==> src/csb_pkg.sv <==
// Package of constants for the control switch bit bank.
// Assumes one 125 MHz clock; the processing interval tick is derived here.
package csb_pkg;

   localparam int NUM_SWITCHES_BASE = 8;
   localparam int NUM_SWITCHES      = 16;
   localparam int REG_W             = 32;
   localparam int ADDR_W            = 8;

   // Processing interval: a quarter cycle of a 60 Hz power system, in ns.
   localparam int INTERVAL_NS   = 4166667;
   localparam int CLK_PERIOD_NS = 8;
   localparam int INTERVAL_CYC  = INTERVAL_NS / CLK_PERIOD_NS;

   // Register byte offsets.
   localparam logic [ADDR_W-1:0] OFS_PANEL_CMD  = 8'h00;
   localparam logic [ADDR_W-1:0] OFS_PANEL_CFG  = 8'h04;
   localparam logic [ADDR_W-1:0] OFS_SERIAL_CMD = 8'h08;
   localparam logic [ADDR_W-1:0] OFS_PANEL_BITS = 8'h0C;
   localparam logic [ADDR_W-1:0] OFS_SERIAL_BITS= 8'h10;
   localparam logic [ADDR_W-1:0] OFS_LATCH_BITS = 8'h14;
   localparam logic [ADDR_W-1:0] OFS_STATUS     = 8'h18;

   // Command word fields: index in [3:0], action in [5:4].
   localparam int CMD_IDX_LSB = 0;
   localparam int CMD_ACT_LSB = 4;

   localparam logic [1:0] ACT_OFF   = 2'h0;
   localparam logic [1:0] ACT_ON    = 2'h1;
   localparam logic [1:0] ACT_PULSE = 2'h2;

   // Factory default: switches 3 and 4 configured (bit index 2 and 3).
   localparam logic [15:0] PANEL_CFG_RESET = 16'h000C;

   typedef enum logic [2:0]
   {
      CSB_NV_IDLE  = 3'b001,
      CSB_NV_WRITE = 3'b010,
      CSB_NV_WAIT  = 3'b100
   } csb_nv_state_t;

endpackage : csb_pkg

==> src/csb_interval_tick.sv <==
// Divider that produces the one-cycle processing interval enable.
// Assumes a free-running clock and asynchronous active-low reset.
`timescale 1ns/1ps
module csb_interval_tick
#(
   parameter int INTERVAL_CYC = csb_pkg::INTERVAL_CYC
)
(
   input  wire logic hclk,
   input  wire logic hresetn,
   output logic      tick
);

   localparam int CW = $clog2(INTERVAL_CYC);

   logic [CW-1:0] count_reg;

   always_ff @(posedge hclk or negedge hresetn)
   begin
      if (!hresetn)
      begin
         count_reg <= '0;
         tick      <= 1'b0;
      end
      else if (count_reg == CW'(INTERVAL_CYC - 1))
      begin
         count_reg <= '0;
         tick      <= 1'b1;
      end
      else
      begin
         count_reg <= count_reg + 1'b1;
         tick      <= 1'b0;
      end
   end

endmodule : csb_interval_tick

==> src/csb_bank.sv <==
// Control switch bit bank: panel, serial and retained flip-flop bits behind AHB-Lite.
// Assumes hresetn models power restoration and that an external store holds retained bits.
//
// The address map and register access over AHB-Lite were left to the implementer.
`timescale 1ns/1ps

// How it works
// - panel positions and switch settings take no reset, so they survive power loss.
// - setting and group changes leave panel bits untouched.
// - changes to an inactive group never stall panel bit evaluation.
// - unconfiguring a panel switch forces its bit to 0.
// - a newly configured panel switch starts at 0.
// - serial commands ON sets 1, OFF clears, PULSE is 1 one interval.
// - serial bits change only by serial command writes.
// - serial bits restart at 0 after power returns.
// - serial bits unchanged across setting or group changes.
// - inactive group changes never interrupt serial bits.
// - retained flip-flop bits are written to nonvolatile storage.
// - output drive of retained bits is low until restore completes.
// - sixteen retained flip-flops, eight enabled in base variant.
// - switch 3 defaults to pulse switch driving trip and lockout.
// - switch 4 defaults to pulse switch driving manual close.
// - panel pulse drives bit high one interval then back to 0.
// - set condition high drives retained bit to 1.
// - clear condition wins and drives retained bit to 0.
module csb_bank #(parameter int INTERVAL_CYC = csb_pkg::INTERVAL_CYC)
(
   input  wire logic        hclk,
   input  wire logic        hresetn,
   input  wire logic        hsel,
   input  wire logic [31:0] haddr,
   input  wire logic [1:0]  htrans,
   input  wire logic        hwrite,
   input  wire logic [2:0]  hsize,
   input  wire logic [31:0] hwdata,
   input  wire logic        hready,
   output logic [31:0]      hrdata,
   output logic             hreadyout,
   output logic             hresp,
   input  wire logic        extended_variant,
   input  wire logic        settings_change,
   input  wire logic        group_switch,
   input  wire logic [15:0] flipflop_set_condition,
   input  wire logic [15:0] flipflop_clear_condition,
   input  wire logic [15:0] nv_stored_bits,
   input  wire logic        nv_write_done,
   output logic [15:0]      nv_write_data,
   output logic             nv_write_commit,
   output logic [15:0]      panel_switch_bit,
   output logic [15:0]      serial_switch_bit,
   output logic [15:0]      retained_flipflop_bit,
   output logic [15:0]      retained_contact_drive,
   output logic             manual_trip_panel_bit,
   output logic             manual_close_panel_bit,
   output logic             trip_condition,
   output logic             manual_close_condition,
   output logic             reclose_lockout_condition,
   output logic             interval_tick
);

   ////////////////////////////////////////////////////////////////////////////
   // Interval enable.

   csb_interval_tick #(.INTERVAL_CYC(INTERVAL_CYC)) u_tick
   (
      .hclk    (hclk),
      .hresetn (hresetn),
      .tick    (interval_tick)
   );

   ////////////////////////////////////////////////////////////////////////////
   // AHB-Lite slave: zero wait states, always OKAY.

   logic        wr_pend_reg;
   logic [7:0]  addr_reg;
   logic        rd_pend_reg;
   logic        addr_phase;

   assign addr_phase = hsel && hready && htrans[1];
   assign hreadyout  = 1'b1;
   assign hresp      = 1'b0;

   always_ff @(posedge hclk or negedge hresetn)
   begin
      if (!hresetn)
      begin
         wr_pend_reg <= 1'b0;
         rd_pend_reg <= 1'b0;
         addr_reg    <= '0;
      end
      else
      begin
         wr_pend_reg <= addr_phase && hwrite;
         rd_pend_reg <= addr_phase && !hwrite;
         if (addr_phase)
            addr_reg <= haddr[7:0];
      end
   end

   function automatic logic wr_hit(input logic [7:0] ofs);
      wr_hit = wr_pend_reg && (addr_reg == ofs);
   endfunction : wr_hit

   ////////////////////////////////////////////////////////////////////////////
   // Pending commands held until the next interval boundary.

   logic        pcmd_valid_reg;
   logic [3:0]  pcmd_idx_reg;
   logic [1:0]  pcmd_act_reg;
   logic        scmd_valid_reg;
   logic [3:0]  scmd_idx_reg;
   logic [1:0]  scmd_act_reg;
   logic [15:0] panel_cfg_reg = csb_pkg::PANEL_CFG_RESET;
   logic [15:0] cfg_prev_reg  = csb_pkg::PANEL_CFG_RESET;

   // A write arriving on the tick is kept for the following boundary rather than lost.
   always_ff @(posedge hclk or negedge hresetn)
   begin
      if (!hresetn)
      begin
         pcmd_valid_reg <= 1'b0;
         pcmd_idx_reg   <= '0;
         pcmd_act_reg   <= '0;
         scmd_valid_reg <= 1'b0;
         scmd_idx_reg   <= '0;
         scmd_act_reg   <= '0;
      end
      else
      begin
         if (wr_hit(csb_pkg::OFS_PANEL_CMD))
         begin
            pcmd_valid_reg <= 1'b1;
            pcmd_idx_reg   <= hwdata[csb_pkg::CMD_IDX_LSB +: 4];
            pcmd_act_reg   <= hwdata[csb_pkg::CMD_ACT_LSB +: 2];
         end
         else if (interval_tick)
            pcmd_valid_reg <= 1'b0;
         if (wr_hit(csb_pkg::OFS_SERIAL_CMD))
         begin
            scmd_valid_reg <= 1'b1;
            scmd_idx_reg   <= hwdata[csb_pkg::CMD_IDX_LSB +: 4];
            scmd_act_reg   <= hwdata[csb_pkg::CMD_ACT_LSB +: 2];
         end
         else if (interval_tick)
            scmd_valid_reg <= 1'b0;
      end
   end

   // Settings sit in nonvolatile memory, so a power loss leaves the configuration alone.
   always_ff @(posedge hclk)
   begin
      if (wr_hit(csb_pkg::OFS_PANEL_CFG))
         panel_cfg_reg <= hwdata[15:0];
   end

   ////////////////////////////////////////////////////////////////////////////
   // Panel bits: held state plus one-interval pulse.

   logic [15:0] panel_hold_reg = 16'h0000;
   logic [15:0] panel_pulse_reg;
   logic [15:0] enabled_mask;
   logic        pcmd_take;

   assign enabled_mask = extended_variant ? 16'hFFFF : 16'h00FF;
   assign pcmd_take    = pcmd_valid_reg && panel_cfg_reg[pcmd_idx_reg] && cfg_prev_reg[pcmd_idx_reg];

   // Settings and group changes are not inputs here, so no group change can disturb or stall the bits.
   // No reset here: like a switch on a panel, a held position rides through a power loss.
   always_ff @(posedge hclk)
   begin
      if (interval_tick)
      begin
         cfg_prev_reg   <= panel_cfg_reg;
         panel_hold_reg <= panel_hold_reg & panel_cfg_reg & cfg_prev_reg;
         if (pcmd_take)
         begin
            case (pcmd_act_reg)
               csb_pkg::ACT_ON:    panel_hold_reg[pcmd_idx_reg] <= 1'b1;
               csb_pkg::ACT_OFF:   panel_hold_reg[pcmd_idx_reg] <= 1'b0;
               csb_pkg::ACT_PULSE: panel_hold_reg[pcmd_idx_reg] <= 1'b0;
               default:            ;
            endcase
         end
      end
   end

   always_ff @(posedge hclk or negedge hresetn)
   begin
      if (!hresetn)
         panel_pulse_reg <= '0;
      else if (interval_tick)
      begin
         panel_pulse_reg <= '0;
         if (pcmd_take && pcmd_act_reg == csb_pkg::ACT_PULSE)
            panel_pulse_reg[pcmd_idx_reg] <= 1'b1;
      end
   end

   always_comb
   begin
      panel_switch_bit = (panel_hold_reg | panel_pulse_reg) & panel_cfg_reg & enabled_mask;
   end

   ////////////////////////////////////////////////////////////////////////////
   // Serial bits.

   logic [15:0] serial_hold_reg;
   logic [15:0] serial_pulse_reg;

   always_ff @(posedge hclk or negedge hresetn)
   begin
      if (!hresetn)
      begin
         serial_hold_reg  <= '0;
         serial_pulse_reg <= '0;
      end
      else if (interval_tick)
      begin
         serial_pulse_reg <= '0;
         if (scmd_valid_reg)
         begin
            case (scmd_act_reg)
               csb_pkg::ACT_ON:    serial_hold_reg[scmd_idx_reg] <= 1'b1;
               csb_pkg::ACT_OFF:   serial_hold_reg[scmd_idx_reg] <= 1'b0;
               csb_pkg::ACT_PULSE:
               begin
                  serial_hold_reg[scmd_idx_reg]  <= 1'b0;
                  serial_pulse_reg[scmd_idx_reg] <= 1'b1;
               end
               default:            serial_pulse_reg <= '0;
            endcase
         end
      end
   end

   assign serial_switch_bit = (serial_hold_reg | serial_pulse_reg) & enabled_mask;

   ////////////////////////////////////////////////////////////////////////////
   // Retained flip-flops and nonvolatile store.

   logic [15:0]          latch_reg;
   logic                 restored_reg;
   csb_pkg::csb_nv_state_t nv_state_reg;

   always_ff @(posedge hclk or negedge hresetn)
   begin
      if (!hresetn)
      begin
         latch_reg    <= '0;
         restored_reg <= 1'b0;
      end
      else if (!restored_reg)
      begin
         latch_reg    <= nv_stored_bits;
         restored_reg <= 1'b1;
      end
      else if (interval_tick)
         latch_reg <= (latch_reg | flipflop_set_condition) & ~flipflop_clear_condition
                      & enabled_mask;
   end

   assign retained_flipflop_bit  = latch_reg;
   assign retained_contact_drive = restored_reg ? latch_reg : 16'h0000;

   // Whole word committed with one strobe so the store keeps either old or new.
   always_ff @(posedge hclk or negedge hresetn)
   begin
      if (!hresetn)
      begin
         nv_state_reg    <= csb_pkg::CSB_NV_IDLE;
         nv_write_data   <= '0;
         nv_write_commit <= 1'b0;
      end
      else
      begin
         nv_write_commit <= 1'b0;
         case (nv_state_reg)
            csb_pkg::CSB_NV_IDLE:
               if (restored_reg && latch_reg != nv_write_data)
               begin
                  nv_write_data <= latch_reg;
                  nv_state_reg  <= csb_pkg::CSB_NV_WRITE;
               end
            csb_pkg::CSB_NV_WRITE:
            begin
               nv_write_commit <= 1'b1;
               nv_state_reg    <= csb_pkg::CSB_NV_WAIT;
            end
            csb_pkg::CSB_NV_WAIT:
               if (nv_write_done)
                  nv_state_reg <= csb_pkg::CSB_NV_IDLE;
            default:
               nv_state_reg <= csb_pkg::CSB_NV_IDLE;
         endcase
      end
   end

   ////////////////////////////////////////////////////////////////////////////
   // Factory default uses of switches 3 and 4.

   assign manual_trip_panel_bit     = panel_switch_bit[2];
   assign manual_close_panel_bit    = panel_switch_bit[3];
   assign trip_condition            = manual_trip_panel_bit;
   assign reclose_lockout_condition = manual_trip_panel_bit;
   assign manual_close_condition    = manual_close_panel_bit;

   ////////////////////////////////////////////////////////////////////////////
   // Read data.

   always_ff @(posedge hclk or negedge hresetn)
   begin
      if (!hresetn)
         hrdata <= '0;
      else if (addr_phase && !hwrite)
      begin
         case (haddr[7:0])
            csb_pkg::OFS_PANEL_CFG:   hrdata <= {16'h0000, panel_cfg_reg};
            csb_pkg::OFS_PANEL_BITS:  hrdata <= {16'h0000, panel_switch_bit};
            csb_pkg::OFS_SERIAL_BITS: hrdata <= {16'h0000, serial_switch_bit};
            csb_pkg::OFS_LATCH_BITS:  hrdata <= {16'h0000, latch_reg};
            csb_pkg::OFS_STATUS:      hrdata <= {29'h0, restored_reg, pcmd_valid_reg, scmd_valid_reg};
            default:                  hrdata <= '0;
         endcase
      end
   end
endmodule : csb_bank

==> config.mk <==
export PLATFORM = sky130hd
export DESIGN_NAME = csb_bank
export DESIGN_NICKNAME = d
export VERILOG_FILES = /design/src/csb_pkg.sv /design/src/csb_interval_tick.sv /design/src/csb_bank.sv
export SDC_FILE = /design/constraint.sdc
export NUM_CORES = 1
export LEC_CHECK = 0
export BUFFER_PORTS_ARGS = -buffer_cell sky130_fd_sc_hd__buf_2
export CAP_MARGIN = 20
export CORE_ASPECT_RATIO = 1.4
export CORE_MARGIN = 2
export CORE_UTILIZATION = 50
export DETAILED_ROUTE_END_ITERATION = 8
export HOLD_SLACK_MARGIN = 0.12
export PLACE_DENSITY = 0.75
export SLEW_MARGIN = 20
export SYNTH_ARGS = -nofsm -noshare
export SYNTH_HDL_FRONTEND = slang
export SYNTH_SLANG_ARGS = --single-unit
==> constraint.sdc <==
create_clock -name hclk -period 4.7 [get_ports hclk]
set_clock_uncertainty 0.05 [all_clocks]
set_input_delay 0.47 -clock hclk [delete_from_list [all_inputs] [get_ports hclk]]
set_output_delay 0.47 -clock hclk [all_outputs]
set_load 0.02 [all_outputs]
Word-level counts from Yosys, hierarchy flattened
Index checks and enable logic that the tools add are counted.
Word-level totals
  register bits after elaboration: 208
  output and inout bits: 121
  input port bits: 126
  logic and storage cells: 116
Cells by class
  bitwise operators: 17
  $lt $le $gt $ge: 4
  equal/unequal tests: 19
  reduce and logical (&&, ||, !) cells: 25
  muxes and demuxes: 28
  add/sub/neg operators: 1
Operator list (count)
  bitwise AND 16 bit: 9
  two-way mux 16 bit: 8
  bitwise OR 16 bit: 5
  case mux 16 bit (5 select lines): 1
  case mux 16 bit (2 select lines): 2
  NOT 16 bit: 3
  == test 8 x 5 -> 1 bit, second input constant: 3
  adder 19 x 1 -> 19 bit, second input constant: 1
  == test 19 bit, second input constant: 1
  two-way mux 19 bit: 1
  == test 8 x 3 -> 1 bit, second input constant: 2
  == test 8 x 4 -> 1 bit, second input constant: 2
  != test 16 bit: 1
  logical AND 1 bit: 13
  less-than comparator 4 x 5 -> 1 bit, second input constant: 2
  two-way mux 1 bit: 9
  case mux 3 bit (3 select lines): 1
  binary-select mux 1 bit (select 4 bit): 2
  demux 1 bit (select 4 bit): 2
  >= comparator 4 x 1 -> 1 bit, second input constant: 2
  zero test 8 bit: 1
  two-way mux 3 bit: 2
  nonzero test 2 bit: 3
  == test 2 x 1 -> 1 bit, second input constant: 2
  11 further kinds: 16

Logic depth before layout (Yosys ltp)
Gate-level depths: netlist of the first run.
  depth in word-level cells: 8
  mapped depth: 9
  mapped depth without buffers: 7

By module
Synthesis of the first run repeated with hierarchy kept, for this count alone.
Unflattened totals
  cells, all modules: 787
  area total of the unflattened synthesis: 9321.4 µm²
By module, submodules not included
  csb_bank: instances 1, area an instance 8345.5 µm², cells an instance 692, sequential area each 4545.6 µm²
  csb_interval_tick: instances 1, area an instance 975.9 µm², cells an instance 95, sequential area each 500.5 µm²

Least setup slack after synthesis of the first run
No wires, ideal clock.
  path type: reg2reg
  from: register pcmd_idx_reg[3]
  to: register panel_hold_reg[0], data pin
  path buffers: 3
  arrival: 2.285 ns
  setup time: 0.260 ns
  clock period less this slack: 2.595 ns
  path slack: 2.105 ns
  stages on the path, launching flop included: 9
  data required time: 4.390 ns
  cells stage by stage: dfrtp_1 buf_6 buf_6 mux2i_1 mux4_2 mux2_2 buf_2 nor4_1 mux2_2
On the way
  word-level cells in the longest chain between the ends: 8
  elaborated cells between the ends (all ways): 16
  classes of those cells: order compare (2); mux (8); bitwise (3); reduce/logical (3)
Ends and longest elaborated chain
  start: declaration: line csb_bank.sv:108  | logic [3:0] pcmd_idx_reg;
  start signal: assignment: line csb_bank.sv:133  | pcmd_idx_reg <= hwdata[csb_pkg::CMD_IDX_LSB +: 4];
  less-than comparator 4 x 5 -> 1 bit (implied by the code) or >= comparator 4 x 1 -> 1 bit (tied branches): line csb_bank.sv:178, csb_bank.sv:179, csb_bank.sv:180
  logical AND 1 bit (implied by the code): line csb_bank.sv:178, csb_bank.sv:179, csb_bank.sv:180
  two-way mux 1 bit (implied by the code): line csb_bank.sv:178, csb_bank.sv:179, csb_bank.sv:180
  demux 1 bit (select 4 bit): line csb_bank.sv:178, csb_bank.sv:179, csb_bank.sv:180
  NOT 16 bit (no source line)
  bitwise AND 16 bit (no source line)
  case mux 16 bit (2 select lines): line csb_bank.sv:177  | case (pcmd_act_reg)
  two-way mux 16 bit (*): line csb_bank.sv:175  | if (pcmd_take)
  end signal: assignment: line csb_bank.sv:174  | panel_hold_reg <= panel_hold_reg & panel_cfg_reg & cfg_prev_reg;
  end: declaration: line csb_bank.sv:159  | logic [15:0] panel_hold_reg = 16'h0000;
Every way passes the cells marked *; elsewhere a longest branch is shown, timed or not. The select of a mux whose other input is x is not followed.
A chain may end at the register's enable or synchronous reset.

Final worst setup path of the first run
  from: register pcmd_idx_reg[3]
  to: register panel_hold_reg[6], data pin
Same word-level chain as after synthesis.

==> results.cfg, run 1 <==
[floorplan]
die_y_um = 166
chipWidth_um = 120
core_mm2 = 0.0185
design.die.area_mm2 = 0.0199
ioPinCount = 247
core.rowCount = 59
initial_core_utilization = 0.508

[synthesis]
synth_cell_type_count = 58
post_synth_inst_count = 857
synth_top_area_share = 0.380
post_synth.cell_area_avg_um2 = 11.0
synth_area_leader_cell = sky130_fd_sc_hd__dfrtp_1
synthMostInstantiatedCell = sky130_fd_sc_hd__dfrtp_1
synth_top_cells_by_count = 143 x sky130_fd_sc_hd__dfrtp_1, 79 x sky130_fd_sc_hd__mux2_2, 56 x sky130_fd_sc_hd__nand2_1
async_flop_share = 0.750
synth.cell_area_mm2 = 0.00941
count_of_warnings_emitted_by_yosys = 0
yosys-top-cells-area = sky130_fd_sc_hd__dfrtp_1 38%, sky130_fd_sc_hd__edfxtp_1 15%, sky130_fd_sc_hd__mux2_2 9.5%
yosysSeqAreaShare = 0.537
yosys_most_used_dff = sky130_fd_sc_hd__dfrtp_1
synth-edff-count = 48
yosys_register_bits = 192

[global_routing]
antenna_found_initial = 0
globalRouteTotalUtil = 0.258
grt_max_degree = 113
grt_pass1_wl_um = 39800
globalRouteOverflowTotal = 0
grt_pass1_vias = 7292

[final_layout]
area_delta_synth_final_pct = 16.4
drive_above_1_share = 0.304
final_nets = 1145
antennaDiodeCount = 0
final_design_area_excluding_fillers_mm2 = 0.0109
largest_register_ffs = 19

[place]
postPlaceCellArea_mm2 = 0.0104
buffer_ports.inserted = 182
place_congestion = 0.939
place_hpwl_um = 18400

[clocking]
cts-buffers-inserted = 17
cts.reportedPaths.clkPinSlew_ns = 0.07
tritoncts = done
clk_path_buf_depth = 2
hold_buffers = 0
cts_sinks = 192
ctsHtreeMaxLevel = 4
clk-insertion-delay-late_ns = 0.44
post_cts_buffers = 0
ctsRootBufferMaster = sky130_fd_sc_hd__clkbuf_16
post_cts_resize_count = 0

[detailed_routing]
drt.antenna.violating_nets = 0
routed-via-count = 7367
vias_per_cell = 5.78
drcViolationCount = 0
drt_pre_antenna_iters = 5
initialDrtViolationCount = 623
wl_um = 25400
routed_wire_length_per_instance_um = 20.0

[timing]
fmax_mhz = 313
post-route-period-util = 0.680
setup-tns-final_ns = 0
final.min_clock_period_ns = 3.20
rsz_0062_raised_after_global_routing = false
worst_slew_margin_rel = 0.293
max_slew.worst_pin.slew_ns = 1.06
report.final.slew_viol_count = 0
final_setup_violation_count = 0
hold_violations = 0

[power]
irDropWorstVdd_mv = 0.267
leakage_nw = 5.02
p_per_area_mw_per_mm2 = 370
totalPowerFinal_w = 0.00405

[run_status]
status = finished clean

[setup_path]
reg2reg_from = pcmd_idx_reg[3]
critical_path_class = reg2reg
worstPathArrival_ns = 3.27
timing.critical_path.slowest_cell_delay_ns = 0.78
worst-r2r-cell-count = 5
startpoint = pcmd_idx_reg[3]
crit_chain = mux2i_1 > mux4_2 > mux2_2 > nor3_1 > a22oi_1
endpoint_kind = flip-flop
r2r-end = panel_hold_reg[6]
cpLargestDelayFamily = multiplexers
crit_required_ns = 4.78
ff2ff_setup_slack_ns = 1.50
largest_driver_fanout_on_the_critical_path = 17
worstSetupStartpointType = flip-flop
cp_num_buf_inv = 0
cp_slowest_cell = sky130_fd_sc_hd__dfrtp_1

[worst_hold_path]
holdCritPathClass = in2async

[flow_run]
maxCapViolations = 0
report_power, final:
group          switching (W)  internal, W  leakage (nW)
clock               0.000639     0.000767         0.282
sequential          0.000144      0.00183          2.31
combinational       0.000391     0.000280          2.43
worst reg2reg max path: cells and delay by family (launching register included):
kind / cells / cell delay, ns
flops: 1 / 0.78
compound gates: 1 / 0.22
mux: 3 / 1.10
simple gates: 1 / 0.75
cells by family (layout without fill, tap and decap cells):
family,after synthesis,in the layout,synth area share
AND/OR/NAND/NOR,264,264,0.147
flip-flops,192,192,0.537
AO/OA/AOI/OAI,159,159,0.114
buffers and inverters,115,271,0.0585
multiplexers,92,92,0.111
XOR/XNOR,31,31,0.0289
adder cells (fa/ha/maj),2,2,0.00266
other,2,19,0.000798
final cells by class:
class / instances / area [um^2]
Tap cell: 244 / 305
Clock buffer: 21 / 462
Clock inverter: 11 / 100
Fill cell: 1545 / 7580
Timing Repair Buffer: 188 / 965
Sequential cell: 192 / 5050
Inverter: 51 / 191
Multi-Input combinational cell: 567 / 3880
per-stage QoR:
step           instances  utilization  worst slack (ns)  hold slack (ns)
2_1_floorplan        874            -              2.11            0.124
3_3_place_gp        1242        0.560              1.64            0.410
3_5_place_dp        1242        0.560              1.56            0.409
4_1_cts             1274        0.591              1.54            0.143
5_1_grt             1274        0.591              1.37            0.149
6_report            1274        0.591              1.50           0.0494
how the worst max path moves through the flow:
stage / to / cells past startpoint
after floorplan: panel_hold_reg[0] / 8
after global placement: panel_hold_reg[4] / 5
after detailed placement: panel_hold_reg[4] / 5
after CTS: panel_hold_reg[6] / 5
after global routing: panel_hold_reg[6] / 5
final: panel_hold_reg[6] / 5
per-layer routing:
metal,vias to the layer above,GRT usage,routed length (um)
met5,-,0,0
li1,3351,-,-
met2,316,0.441,13100
met3,68,0.0453,1430
met4,0,0.129,1160
met1,3632,0.312,9710
layout by cell type (no fill, tap or decap), types with 18 or more instances in the layout:
cell and count:
sky130_fd_sc_hd__buf_2 181, sky130_fd_sc_hd__o21ai_0 31, sky130_fd_sc_hd__and2_1 23, sky130_fd_sc_hd__mux2_2 79
sky130_fd_sc_hd__conb_1 19, sky130_fd_sc_hd__nor2_1 54, sky130_fd_sc_hd__o2bb2ai_1 27, sky130_fd_sc_hd__dfrtp_1 142
sky130_fd_sc_hd__nand3_1 36, sky130_fd_sc_hd__edfxtp_1 48, sky130_fd_sc_hd__xor2_1 24, sky130_fd_sc_hd__a21oi_1 40
sky130_fd_sc_hd__clkbuf_16 18, sky130_fd_sc_hd__nand2_1 56, sky130_fd_sc_hd__inv_1 51, sky130_fd_sc_hd__a211oi_1 18
Note: power is estimated with default switching activity, not from simulation.
==> run 2, diff against run 1 <==
Settings changed: CORE_UTILIZATION 50 to 48, PLACE_DENSITY 0.75 to 0.76.
Clock period 4.7 ns to 2.7 ns, I/O delays scaled along.
==> results.cfg, run 2 (synthesis gave the netlist of run 1 again) <==
[run_status]
status = finished clean

[place]
place_congestion = 0.950
postPlaceCellArea_mm2 = 0.0107
place_hpwl_um = 20100
buffer_ports.inserted = 182

[detailed_routing]
vias_per_cell = 5.77
drt.antenna.violating_nets = 0
wl_um = 28100
drt_pre_antenna_iters = 6
routed-via-count = 7839
initialDrtViolationCount = 761
routed_wire_length_per_instance_um = 20.7
drcViolationCount = 0

[setup_path]
crit_chain = mux2i_1 > mux4_2 > a21bo_1 > or4_4 > o31ai_1
cpLargestDelayFamily = simple AND/OR/NAND/NOR gates
critical_path_class = reg2reg
worstSetupStartpointType = flip-flop
worstPathArrival_ns = 2.93
crit_required_ns = 2.98
cp_slowest_cell = sky130_fd_sc_hd__or4_4
endpoint_kind = flip-flop
timing.critical_path.slowest_cell_delay_ns = 0.70
cp_num_buf_inv = 0
largest_driver_fanout_on_the_critical_path = 16

[timing]
max_slew.worst_pin.slew_ns = 0.686
final.min_clock_period_ns = 2.65
worst_slew_margin_rel = 0.543
report.final.slew_viol_count = 0
hold_violations = 0
setup-tns-final_ns = 0
post-route-period-util = 0.981
holdWs_ns = 0.158
fmax_mhz = 377
rsz_0062_raised_after_global_routing = false
final_setup_violation_count = 0

[worst_hold_path]
holdCritPathClass = in2reg

[clocking]
ctsHtreeMaxLevel = 4
clk-insertion-delay-late_ns = 0.44
post_cts_buffers = 0
clk_path_buf_depth = 2
cts.reportedPaths.clkPinSlew_ns = 0.08
cts-buffers-inserted = 17
cts_sinks = 192
ctsRootBufferMaster = sky130_fd_sc_hd__clkbuf_16
tritoncts = done

[floorplan]
core.rowCount = 60
ioPinCount = 247
core_mm2 = 0.0192
design.die.area_mm2 = 0.0207
die_y_um = 170
chipWidth_um = 122
initial_core_utilization = 0.489

[global_routing]
globalRouteTotalUtil = 0.279
grt_max_degree = 67
grt_pass1_vias = 8029
grt_pass1_wl_um = 43500
globalRouteOverflowTotal = 0
antenna_found_initial = 0

[power]
irDropWorstVdd_mv = 0.481
p_per_area_mw_per_mm2 = 637
leakage_nw = 5.42

[final_layout]
final_nets = 1225
area_delta_synth_final_pct = 24.9
fin_util = 0.611
largest_register_ffs = 19
antennaDiodeCount = 0
final_design_area_excluding_fillers_mm2 = 0.0117
final_common_cell = sky130_fd_sc_hd__buf_2
mostFrequentLayoutCells = 181 x sky130_fd_sc_hd__buf_2, 141 x sky130_fd_sc_hd__dfrtp_1, 79 x sky130_fd_sc_hd__mux2_2
drive_above_1_share = 0.320

[flow_run]
maxCapViolations = 0
-- run 2: cell count changes in the layout (fill, tap and decap cells not counted), sizes merged --
| cell | previous run | this run |
|---|---|---|
| inv | 56 | 59 |
| clkinv | 5 | 2 |
| bufinv | 1 | 4 |
| buf | 187 | 226 |
| clkbuf | 22 | 18 |
| dlygate4sd3 | 0 | 42 |
-- run 2: worst paths after layout --
path / endpoint / cells past startpoint / slack [ns] / start
setup / recovery: panel_pulse_reg[2] / 5 / 0.05 / pcmd_idx_reg[3]
hold / removal: retained_flipflop_bit[1] / 3 / 0.16 / flipflop_clear_condition[1]
setup reg to reg: panel_pulse_reg[2] / 5 / 0.05 / pcmd_idx_reg[3]
hold reg to reg: hrdata[1] / 2 / 0.43 / hrdata[1]
max in group asynchronous: nv_state_reg[0] / 3 / 1.33 / hresetn
min in group asynchronous: hrdata[15] / 2 / 0.36 / hresetn
-- run 2: timing repair --
action	CTS	global route
gates resized for setup	1	1
endpoints found under the hold margin	116	0
hold buffers	42	0
cloned	0	0
endpoints found under the setup margin	3	1
-- run 2: final cells by class --
| type | instances | area (um^2) |
|---|---|---|
| multi-input combinational | 567 | 3880 |
| fill | 1567 | 7470 |
| inverter | 51 | 191 |
| tap | 248 | 310 |
| timing repair buffer | 268 | 1670 |
| clock buffer | 18 | 429 |
| sequential | 192 | 5050 |
| clock inverter | 14 | 216 |
-- run 2: routing by layer --
layer | up-vias | track usage | part of all wire
met2 | 386 | 0.497 | 0.53
met5 | - | 0 | 0
met1 | 3851 | 0.312 | 0.36
met3 | 87 | 0.0585 | 0.071
met4 | 0 | 0.137 | 0.047
li1 | 3515 | - | -
-- run 2: power breakdown --
group	leakage (nW)	total [W]	switching, W	internal, W
Combinational	2.79	0.00131	0.000745	0.000562
Sequential	2.31	0.00341	0.000228	0.00318
Clock	0.317	0.00277	0.00118	0.00159
-- run 2: tightest hold or removal path: cells and delay by family --
| family | cells | cell delay, ns |
|---|---|---|
| buf+inv | 1 | 0.10 |
| compound gates | 1 | 0.10 |
| mux | 1 | 0.14 |
-- run 2: through the flow --
stage               setup slack, ns  power [W]  instances
floorplan                     0.105    0.00420        874
global placement             0.0752    0.00467       1284
detailed placement          -0.0645    0.00471       1284
CTS                          0.0766    0.00751       1358
global route                 0.0102    0.00776       1358
finish                       0.0501    0.00748       1358
